==> src/hdl/pts_cfg.svh <==
// Register map, field positions, encodings and reset values of the sequencer
`ifndef PTS_CFG_SVH
`define PTS_CFG_SVH
`define PTS_A_CST 4'h0
`define PTS_A_CON 4'h1
`define PTS_A_SDLIM 4'h2
`define PTS_A_C0LIM 4'h3
`define PTS_A_C1LIM 4'h4
`define PTS_A_T0LIM 4'h5
`define PTS_A_T1LIM 4'h6
`define PTS_A_BTE 4'h7
`define PTS_A_QUE_BIT 3
`define PTS_B_ON 15
`define PTS_B_IDLE 13
`define PTS_B_TOGL 12
`define PTS_B_SWT 10
`define PTS_B_SSEN 9
`define PTS_B_VIS 8
`define PTS_B_RUN 7
`define PTS_B_WDTO 6
`define PTS_F_ITM 1:0
`define PTS_F_CLK 15:13
`define PTS_F_DIV 12:8
`define PTS_F_PWD 7:4
`define PTS_F_WDT 2:0
`define PTS_CST_WMASK 16'hB383
`define PTS_CON_WMASK 16'hFFF7
`define PTS_RST16 16'h0000
`define PTS_OP_CTRL 4'h0
`define PTS_OP_WHI 4'h1
`define PTS_OP_WLO 4'h2
`define PTS_OP_TRIG 4'h3
`define PTS_OP_IRQ 4'h4
`define PTS_OP_JMP 4'h5
`define PTS_CT_SWT 4'h1
`define PTS_CT_TMR0 4'h2
`define PTS_CT_TMR1 4'h3
`define PTS_CT_BCAST 4'hF
`define PTS_CK_PER 3'h0
`define PTS_CK_OSC 3'h1
`define PTS_CK_CONV 3'h2
`define PTS_CK_T1 3'h3
`define PTS_CK_T2 3'h4
`define PTS_CK_T3 3'h5
`define PTS_WDT_OFF 3'h0
`define PTS_WDT_BASE 10'h008
`endif

==> src/hdl/pts_pkg.sv <==
// Types shared by the trigger sequencer
package pts_pkg;
   typedef enum logic [2:0] {
      ST_FETCH, ST_EXEC, ST_WAIT_IN, ST_WAIT_SW, ST_WAIT_TMR, ST_DELAY
   } pts_state_t;
endpackage

==> src/hdl/pts_top.sv <==
// Peripheral trigger sequencer: registers, step engine and trigger outputs
//
// Behaviour
// - Unit runs only while module_on set
// - idle_halt freezes the unit in Idle
// - Toggle mode inverts addressed trigger output
// - Otherwise trigger step emits one pulse
// - Writing one triggers; writing zero does nothing
// - single_step_on enables single-step mode
// - Single-step raises interrupt per step
// - live_count_view reads show live counters
// - Otherwise limit reads return written limits
// - sequence_run executes queue continuously; clear stops
// - Watchdog expiry sets sticky watchdog_expired
// - Watchdog expiry raises an interrupt
// - input_wait_mode picks edge/level, delay or not
// - That mode affects only input waits
// - clock_source_sel picks the sequencer clock
// - Prescaler divides by field plus one
// - Pulses last pulse_width_sel plus one ticks
// - Watchdog off at 000, else 8..512
// - Software supplies eight-bit step commands
// - Two 16-bit timers, two 16-bit counters
// - Waits detect rising or falling edges
// - Four interrupts raised by step commands
// - Limits and broadcast locked while running
//
// Added by the designer: the register offsets and the address-and-strobe port.
`include "pts_cfg.svh"
`timescale 1ns/1ns
`default_nettype none
module pts_top
   import pts_pkg::*;
(
   // Clock and reset
   input wire logic clk_sys,
   input wire logic rst_n,
   // Register port
   input wire logic [3:0] reg_addr,
   input wire logic [15:0] reg_wdata,
   input wire logic reg_wr,
   input wire logic reg_rd,
   output logic [15:0] reg_rdata,
   // Device state
   input wire logic idle_mode,
   // Clock source ticks, one-cycle enables
   input wire logic osc_tick,
   input wire logic converter_conv_clock,
   input wire logic timer_one_clock,
   input wire logic timer_two_clock,
   input wire logic timer_three_clock,
   // Peripheral triggers
   input wire logic [15:0] trig_in,
   output logic [15:0] trigger_output,
   output logic [15:0] bcast_out,
   // Processor interrupt pulses
   output logic [3:0] irq_user,
   output logic irq_step,
   output logic irq_watchdog
);

   logic [15:0] cst_reg;
   logic [15:0] con_reg;
   logic [15:0] sdlim_reg;
   logic [15:0] bte_reg;
   logic [15:0] clim_reg [2];
   logic [15:0] tlim_reg [2];
   logic [7:0] queue_reg [8];
   logic soft_pend_reg;
   logic wdto_reg;
   logic [4:0] div_reg;
   logic [15:0] in_s1_reg;
   logic [15:0] in_s2_reg;
   logic [15:0] in_s3_reg;
   pts_state_t state_reg;
   logic [2:0] ptr_reg;
   logic [7:0] cmd_reg;
   logic [15:0] delay_reg;
   logic [15:0] tmr_reg [2];
   logic [15:0] loop_reg [2];
   logic [9:0] wdt_reg;
   logic [3:0] pulse_reg;
   logic [15:0] pulse_mask_reg;
   logic [15:0] toggle_reg;

   function automatic logic [9:0] wdt_last(input logic [2:0] sel);
      wdt_last = (`PTS_WDT_BASE << (sel - 3'h1)) - 10'h001;
   endfunction

   function automatic logic is_lim_addr(input logic [3:0] a);
      is_lim_addr = (a >= `PTS_A_SDLIM) && (a <= `PTS_A_BTE);
   endfunction

   wire module_on = cst_reg[`PTS_B_ON];
   wire idle_halt = cst_reg[`PTS_B_IDLE];
   wire output_toggle_mode = cst_reg[`PTS_B_TOGL];
   wire single_step_on = cst_reg[`PTS_B_SSEN];
   wire live_count_view = cst_reg[`PTS_B_VIS];
   wire sequence_run = cst_reg[`PTS_B_RUN];
   wire [1:0] input_wait_mode = cst_reg[`PTS_F_ITM];
   wire [2:0] clock_source_sel = con_reg[`PTS_F_CLK];
   wire [4:0] clock_prescale = con_reg[`PTS_F_DIV];
   wire [3:0] pulse_width_sel = con_reg[`PTS_F_PWD];
   wire [2:0] watchdog_period_sel = con_reg[`PTS_F_WDT];

   wire halted = idle_halt & idle_mode;
   wire active = module_on & ~halted;
   wire step_go = active & sequence_run;
   wire locked = module_on & sequence_run;
   wire wr_cst = reg_wr && reg_addr == `PTS_A_CST;
   wire wr_lim = reg_wr & ~locked & is_lim_addr(reg_addr);

   // Clock source selection; reserved codes stop the sequencer clock
   logic src_tick;
   always_comb begin
      unique case (clock_source_sel)
         `PTS_CK_PER: src_tick = 1'b1;
         `PTS_CK_OSC: src_tick = osc_tick;
         `PTS_CK_CONV: src_tick = converter_conv_clock;
         `PTS_CK_T1: src_tick = timer_one_clock;
         `PTS_CK_T2: src_tick = timer_two_clock;
         `PTS_CK_T3: src_tick = timer_three_clock;
         default: src_tick = 1'b0;
      endcase
   end

   wire seq_tick = active & src_tick & (div_reg == clock_prescale);

   always_ff @(posedge clk_sys or negedge rst_n) begin
      if (!rst_n) begin
         div_reg <= 5'h00;
      end else if (!module_on) begin
         div_reg <= 5'h00;
      end else if (active & src_tick) begin
         div_reg <= (div_reg == clock_prescale) ? 5'h00 : div_reg + 5'h01;
      end
   end

   // Two-stage synchroniser, third stage only for edge history
   always_ff @(posedge clk_sys or negedge rst_n) begin
      if (!rst_n) begin
         in_s1_reg <= 16'h0000;
         in_s2_reg <= 16'h0000;
         in_s3_reg <= 16'h0000;
      end else begin
         in_s1_reg <= trig_in;
         in_s2_reg <= in_s1_reg;
         in_s3_reg <= in_s2_reg;
      end
   end

   // Command decode
   wire [3:0] op = cmd_reg[7:4];
   wire [3:0] opt = cmd_reg[3:0];
   wire tsel = cmd_reg[0];
   wire lsel = cmd_reg[3];
   wire in_now = in_s2_reg[opt];
   wire in_old = in_s3_reg[opt];
   wire want_high = (op == `PTS_OP_WHI);
   logic in_hit;
   always_comb begin
      if (input_wait_mode[1]) begin
         in_hit = want_high ? in_now : ~in_now;
      end else begin
         in_hit = want_high ? (in_now & ~in_old) : (~in_now & in_old);
      end
   end
   wire wdt_on = watchdog_period_sel != `PTS_WDT_OFF;
   wire wdt_fire = (state_reg == ST_WAIT_IN) & step_go & seq_tick & wdt_on
                   & (wdt_reg == wdt_last(watchdog_period_sel));
   wire tmr_hit = seq_tick & (tmr_reg[tsel] == tlim_reg[tsel]);
   wire loop_more = loop_reg[lsel] != clim_reg[lsel];
   // Skipping the delay is an input-wait property only
   wire skip_delay = input_wait_mode[0];
   wire no_delay = (sdlim_reg == 16'h0000);

   logic cmd_done;
   logic want_delay;
   always_comb begin
      cmd_done = 1'b0;
      want_delay = ~no_delay;
      unique case (state_reg)
         ST_EXEC: begin
            unique case (op)
               `PTS_OP_WHI, `PTS_OP_WLO: cmd_done = 1'b0;
               `PTS_OP_CTRL: cmd_done = (opt != `PTS_CT_SWT)
                  && (opt != `PTS_CT_TMR0) && (opt != `PTS_CT_TMR1);
               `PTS_OP_JMP: cmd_done = ~loop_more;
               default: cmd_done = 1'b1;
            endcase
         end
         ST_WAIT_IN: begin
            cmd_done = in_hit | wdt_fire;
            want_delay = ~no_delay & ~skip_delay;
         end
         ST_WAIT_SW: cmd_done = soft_pend_reg;
         ST_WAIT_TMR: cmd_done = tmr_hit;
         ST_FETCH, ST_DELAY: cmd_done = 1'b0;
      endcase
   end
   wire finish = step_go & cmd_done;

   // Step engine
   always_ff @(posedge clk_sys or negedge rst_n) begin
      if (!rst_n) begin
         state_reg <= ST_FETCH;
         ptr_reg <= 3'h0;
         cmd_reg <= 8'h00;
      end else if (!module_on) begin
         state_reg <= ST_FETCH;
         ptr_reg <= 3'h0;
      end else if (step_go) begin
         unique case (state_reg)
            ST_FETCH: begin
               cmd_reg <= queue_reg[ptr_reg];
               state_reg <= ST_EXEC;
            end
            ST_EXEC: begin
               if (op == `PTS_OP_WHI || op == `PTS_OP_WLO) begin
                  state_reg <= ST_WAIT_IN;
               end else if (op == `PTS_OP_CTRL && opt == `PTS_CT_SWT) begin
                  state_reg <= ST_WAIT_SW;
               end else if (op == `PTS_OP_CTRL && (opt == `PTS_CT_TMR0
                            || opt == `PTS_CT_TMR1)) begin
                  state_reg <= ST_WAIT_TMR;
               end else if (op == `PTS_OP_JMP && loop_more) begin
                  ptr_reg <= cmd_reg[2:0];
                  state_reg <= ST_FETCH;
               end
            end
            ST_DELAY: begin
               if (delay_reg == sdlim_reg) begin
                  state_reg <= ST_FETCH;
               end
            end
            ST_WAIT_IN, ST_WAIT_SW, ST_WAIT_TMR: ;
         endcase
         if (finish) begin
            ptr_reg <= ptr_reg + 3'h1;
            state_reg <= want_delay ? ST_DELAY : ST_FETCH;
         end
      end
   end

   // Step delay and watchdog counters
   always_ff @(posedge clk_sys or negedge rst_n) begin
      if (!rst_n) begin
         delay_reg <= 16'h0000;
         wdt_reg <= 10'h000;
      end else begin
         if (state_reg != ST_DELAY || !module_on) begin
            delay_reg <= 16'h0000;
         end else if (step_go & seq_tick) begin
            delay_reg <= delay_reg + 16'h0001;
         end
         if (state_reg != ST_WAIT_IN || !module_on || finish) begin
            wdt_reg <= 10'h000;
         end else if (step_go & seq_tick) begin
            wdt_reg <= wdt_reg + 10'h001;
         end
      end
   end

   // General purpose timers and loop counters
   genvar gi;
   generate
      for (gi = 0; gi < 2; gi++) begin : g_cnt
         always_ff @(posedge clk_sys or negedge rst_n) begin
            if (!rst_n) begin
               tmr_reg[gi] <= 16'h0000;
               loop_reg[gi] <= 16'h0000;
            end else if (!module_on) begin
               tmr_reg[gi] <= 16'h0000;
               loop_reg[gi] <= 16'h0000;
            end else begin
               if (step_go && state_reg == ST_WAIT_TMR && tsel == gi
                   && seq_tick) begin
                  tmr_reg[gi] <= tmr_hit ? 16'h0000 : tmr_reg[gi] + 16'h0001;
               end
               if (step_go && state_reg == ST_EXEC && op == `PTS_OP_JMP
                   && lsel == gi) begin
                  loop_reg[gi] <= loop_more ? loop_reg[gi] + 16'h0001 : 16'h0000;
               end
            end
         end
      end
   endgenerate

   // Trigger outputs
   wire exec_go = step_go && state_reg == ST_EXEC;
   wire trig_go = exec_go && op == `PTS_OP_TRIG;
   always_ff @(posedge clk_sys or negedge rst_n) begin
      if (!rst_n) begin
         toggle_reg <= 16'h0000;
         pulse_mask_reg <= 16'h0000;
         pulse_reg <= 4'h0;
      end else if (!module_on) begin
         toggle_reg <= 16'h0000;
         pulse_mask_reg <= 16'h0000;
         pulse_reg <= 4'h0;
      end else if (trig_go && output_toggle_mode) begin
         toggle_reg[opt] <= ~toggle_reg[opt];
      end else if (trig_go) begin
         // A new pulse restarts the shared width count
         pulse_mask_reg[opt] <= 1'b1;
         pulse_reg <= 4'h0;
      end else if (seq_tick && pulse_mask_reg != 16'h0000) begin
         if (pulse_reg == pulse_width_sel) begin
            pulse_mask_reg <= 16'h0000;
            pulse_reg <= 4'h0;
         end else begin
            pulse_reg <= pulse_reg + 4'h1;
         end
      end
   end
   assign trigger_output = toggle_reg | pulse_mask_reg;

   // Broadcast and interrupt pulses
   always_ff @(posedge clk_sys or negedge rst_n) begin
      if (!rst_n) begin
         bcast_out <= 16'h0000;
         irq_user <= 4'h0;
         irq_step <= 1'b0;
         irq_watchdog <= 1'b0;
      end else begin
         bcast_out <= (exec_go && op == `PTS_OP_CTRL
                       && opt == `PTS_CT_BCAST) ? bte_reg : 16'h0000;
         irq_user <= 4'h0;
         if (exec_go && op == `PTS_OP_IRQ) begin
            irq_user[opt[1:0]] <= 1'b1;
         end
         irq_step <= finish & single_step_on;
         irq_watchdog <= wdt_fire;
      end
   end

   // Control, status and configuration registers
   always_ff @(posedge clk_sys or negedge rst_n) begin
      if (!rst_n) begin
         cst_reg <= `PTS_RST16;
         con_reg <= `PTS_RST16;
         soft_pend_reg <= 1'b0;
         wdto_reg <= 1'b0;
      end else begin
         if (wr_cst) begin
            cst_reg <= reg_wdata & `PTS_CST_WMASK;
         end
         if (reg_wr && reg_addr == `PTS_A_CON) begin
            con_reg <= reg_wdata & `PTS_CON_WMASK;
         end
         // Set wins over a clear in the same cycle
         if (wr_cst && reg_wdata[`PTS_B_SWT]) begin
            soft_pend_reg <= 1'b1;
         end else if (finish && state_reg == ST_WAIT_SW) begin
            soft_pend_reg <= 1'b0;
         end
         if (wdt_fire) begin
            wdto_reg <= 1'b1;
         end else if (wr_cst && !reg_wdata[`PTS_B_WDTO]) begin
            wdto_reg <= 1'b0;
         end
      end
   end

   // Limit, broadcast and queue registers
   always_ff @(posedge clk_sys or negedge rst_n) begin
      if (!rst_n) begin
         sdlim_reg <= `PTS_RST16;
         bte_reg <= `PTS_RST16;
         clim_reg <= '{default: `PTS_RST16};
         tlim_reg <= '{default: `PTS_RST16};
         queue_reg <= '{default: 8'h00};
      end else if (reg_wr && reg_addr[`PTS_A_QUE_BIT]) begin
         queue_reg[reg_addr[2:0]] <= reg_wdata[7:0];
      end else if (wr_lim) begin
         unique case (reg_addr)
            `PTS_A_SDLIM: sdlim_reg <= reg_wdata;
            `PTS_A_C0LIM: clim_reg[0] <= reg_wdata;
            `PTS_A_C1LIM: clim_reg[1] <= reg_wdata;
            `PTS_A_T0LIM: tlim_reg[0] <= reg_wdata;
            `PTS_A_T1LIM: tlim_reg[1] <= reg_wdata;
            default: bte_reg <= reg_wdata;
         endcase
      end
   end

   // Read path, data valid the cycle after the strobe
   logic [15:0] rd_next;
   always_comb begin
      rd_next = 16'h0000;
      if (reg_addr[`PTS_A_QUE_BIT]) begin
         rd_next = {8'h00, queue_reg[reg_addr[2:0]]};
      end else begin
         unique case (reg_addr)
            `PTS_A_CST: begin
               rd_next = cst_reg;
               rd_next[`PTS_B_SWT] = soft_pend_reg;
               rd_next[`PTS_B_WDTO] = wdto_reg;
            end
            `PTS_A_CON: rd_next = con_reg;
            `PTS_A_SDLIM: rd_next = live_count_view ? delay_reg : sdlim_reg;
            `PTS_A_C0LIM: rd_next = live_count_view ? loop_reg[0] : clim_reg[0];
            `PTS_A_C1LIM: rd_next = live_count_view ? loop_reg[1] : clim_reg[1];
            `PTS_A_T0LIM: rd_next = live_count_view ? tmr_reg[0] : tlim_reg[0];
            `PTS_A_T1LIM: rd_next = live_count_view ? tmr_reg[1] : tlim_reg[1];
            default: rd_next = bte_reg;
         endcase
      end
   end

   always_ff @(posedge clk_sys or negedge rst_n) begin
      if (!rst_n) begin
         reg_rdata <= 16'h0000;
      end else begin
         reg_rdata <= reg_rd ? rd_next : 16'h0000;
      end
   end

endmodule // pts_top
`default_nettype wire

==> config.mk <==
export PLATFORM = sky130hd
export DESIGN_NAME = pts_top
export DESIGN_NICKNAME = d
export VERILOG_FILES = /design/src/hdl/pts_pkg.sv /design/src/hdl/pts_top.sv
export VERILOG_INCLUDE_DIRS = /design/src /design/src/hdl
export SDC_FILE = /design/constraint.sdc
export NUM_CORES = 1
export LEC_CHECK = 0
export ABC_AREA = 1
export BUFFER_PORTS_ARGS = -buffer_cell sky130_fd_sc_hd__buf_2
export CAP_MARGIN = 40
export CORE_ASPECT_RATIO = 1.2
export CORE_UTILIZATION = 39
export CTS_BUF_LIST = sky130_fd_sc_hd__clkbuf_16
export DETAILED_ROUTE_END_ITERATION = 8
export GPL_TIMING_DRIVEN = 0
export PLACE_DENSITY_LB_ADDON = 0.25
export REMOVE_ABC_BUFFERS = 1
export SYNTH_ARGS = -nofsm -noshare
export SYNTH_HDL_FRONTEND = slang
export SYNTH_SLANG_ARGS = --single-unit
export TNS_END_PERCENT = 20
==> constraint.sdc <==
create_clock -name clk_sys -period 2.85 [get_ports clk_sys]
set_input_delay 0.1425 -clock clk_sys [delete_from_list [all_inputs] [get_ports clk_sys]]
set_output_delay 0.1425 -clock clk_sys [all_outputs]
set_load 0.02 [all_outputs]
==> out/qor.txt <==
Status: finished, final reports clean
GPL Wtd Cong: 0.947
Area Growth Syn to Fin: 16.3%
Vias per Instance: 5.40
GRT Overall Usage: 25.1%
Iter 0 DRT Violations: 1744
Boundary Pins: 100
Row cnt: 93
P_leak: 10.9 nW
Number of nets in the layout: 2796
Clock buffer depth: 3
Fin crit period: 2.77 ns
Crit Path Class: register to register
Die height: 257 um
Cell Pwr Density: 763 nW/um2
Fill cells: 5223
Die W: 215 um
Core Area: 53600 um2
Synth cell count leaders: 645 x nand2_1, 416 x dfrtp_1, 345 x o21ai_0, 262 x inv_1, 208 x nor2_1
CTS root buffer: clkbuf_16
Arrival @ worst endpoint: 3.25 ns
Max_cap viols: 0
Clk slew on worst S/H paths: 0.06 ns
Number of I/O port buffers: 99
Worst-Skew Late Latency: 0.60 ns
Clock skew: 0.0304 ns
Period utilization: 97.3%
Share of synthesized flip-flops with an asynchronous set or reset: 100%
Endpoint class of the critical path: register
Congestion Overflow GR: 0
Pin count of the biggest net entering global routing: 123
Maximum VDD drop: 0.000488 V
Antenna violations before repair: 0
Crit Path Max Fanout: 51
Placed cell count: 3360
Die area: 55300 um2
Routed via count: 18800
Main synth FF type: dfrtp_1
Mapped cell area: 21200 um2
Initial Utilization: 39.5%
Dpl hpwl: 49.0 mm
Vias in the first global route: 18400
N_diodes: 0
CTS sink cnt: 416
Netlist cell types: 64
Synthesized area per cell: 8.06 um2
Final Routed Wirelength: 68.9 mm
Unrepaired setup endpoints after global routing: true
Post-synthesis sequential area ratio: 49.1%
Final Hold Viols: 0
Share of the synthesized area in the top cell type: 49.1%
Top cells by area, synth: dfrtp_1 49%, nand2_1 11%, o21ai_0 8.1%
Post-Synthesis Cells: 2631
Num CTS Buffers: 45
Non-filler cells, final: 3484
CTS tree: yes
Synthesis-stage register bit count: 416
TritonRoute pass-1 iters: 5
# DRC: 0
Fmax: 361 MHz
Slew @ Worst Pin: 0.884 ns
Area leader, netlist: dfrtp_1
Drt wl/cell: 19.8 um
Setup ws final: 0.0775 ns
Slew Limit Fails: 0
Hold Path Class: input pin to register
Share of cells above drive strength 1: 12.0%
H-tree Lvls: 2
# setup viols final: 0
Critical Path RT: 3.33 ns
First-pass GRT wire length: 107 mm
Final ANT Viol Nets: 0
Worst slew margin: 41.0%
EDFF count, synth: 0
Warnings, synthesis: 0
Setup WS pre-CTS: -0.891 ns
Top-count cell post-synth: nand2_1
Max reg flops: 64
Critical Path Start Type: register
WHS: 0.0364 ns
[where the power goes]
part | leakage, nW | internal (mW) | switching (mW)
Combinational | 4.69 | 1.81 | 3.50
Sequential | 5.45 | 6.70 | 0.905
Clock | 0.756 | 3.38 | 2.51
Total | 10.9 | 11.9 | 6.91
[worst max-delay path, cell delays in order, from the launching register on]
cell and delay, ns:
dfrtp_4 0.69, clkinv_4 0.30, buf_12 0.27, o21ai_0 0.40, nand2_1 0.14, o2111ai_1 0.13
nor2_1 0.05, o21ai_0 0.10, o21ai_0 0.24, a211oi_1 0.33
[final timing paths]
path,startpoint,to,cells past startpoint,slack [ns]
max in group asynchronous,rst_n,cmd_reg[0]$_DFFE_PN0P_,4,1.12
min in group asynchronous,rst_n,sdlim_reg[11]$_DFFE_PN0P_,2,0.21
worst max register to register,cst_reg[8]$_DFFE_PN0P_,reg_rdata[1]$_DFF_PN0_,9,0.08
worst min-delay path,reg_addr[3],reg_rdata[9]$_DFF_PN0_,2,0.04
worst max-delay path,cst_reg[8]$_DFFE_PN0P_,reg_rdata[1]$_DFF_PN0_,9,0.08
worst min register to register,in_s1_reg[7]$_DFF_PN0_,in_s2_reg[7]$_DFF_PN0_,0,0.35
[layout by cell type (no fill, tap or decap), types with 8 or more instances in the layout]
cell / count
dlygate4sd3_1: 26
inv_1: 265
nand3_1: 82
nor2_2: 10
nor2_1: 201
inv_2: 17
a311oi_1: 10
nor2_4: 10
xor2_1: 19
a21oi_1: 106
xnor2_1: 58
o221ai_1: 15
mux2i_1: 13
nand2_1: 634
or2_2: 14
ha_1: 9
clkbuf_16: 46
buf_2: 98
nand4_1: 42
a221oi_1: 18
o21ai_0: 343
nand2_4: 8
nor3_1: 50
a211oi_1: 12
buf_8: 8
buf_4: 20
o22ai_1: 59
buf_16: 9
clkinv_2: 13
nor3_2: 12
nand2_2: 11
nor4_1: 12
dfrtp_1: 411
[area by class of cell]
class	instances	area [um2]	area share, %
sequential	416	10400	42.3
multi-input combinational	1826	9440	38.3
clock buffer	46	1150	4.67
inverter	282	1090	4.42
clock inverter	34	300	1.22
tap	712	891	3.61
timing repair buffer	168	1370	5.54
[cell families after synthesis]
family / share of synthesized area [%]
multiplexers: 0.614
AO/OA/AOI/OAI: 16.6
adder cells (fa/ha/maj): 0.649
XOR/XNOR: 3.18
flip-flops: 49.1
AND/OR/NAND/NOR: 22.6
buffers and inverters: 7.29
[through the flow]
step / utilization, % / TNS, ns / cell area (um2) / power, mW
floorplan: - / -9.28 / 20700 / 10.6
global placement: 41.2 / -3094.35 / 22100 / 12.3
CTS: 45.7 / 0 / 24500 / 18.8
global route: 46.0 / 0 / 24700 / 19.8
finish: 46.0 / 0 / 24700 / 18.8
detailed placement: 42.1 / -42.46 / 22600 / 12.6
[repair_timing]
action / in CTS / in global routing
hold endpoints to repair: 125 / 0
endpoints found under the setup margin: 107 / 72
setup buffers: 13 / 4
gates cloned: 1 / 0
pin swaps: 3 / 3
gates resized for setup: 29 / 31
hold buffers: 26 / 0
[metal layers]
layer,global-route usage (%),share of wire (%)
met1,32.3,42
met2,41.4,48
met5,0,0
met4,11.0,4.6
met3,4.07,6.1
Note: power is estimated with default switching activity, not from simulation.
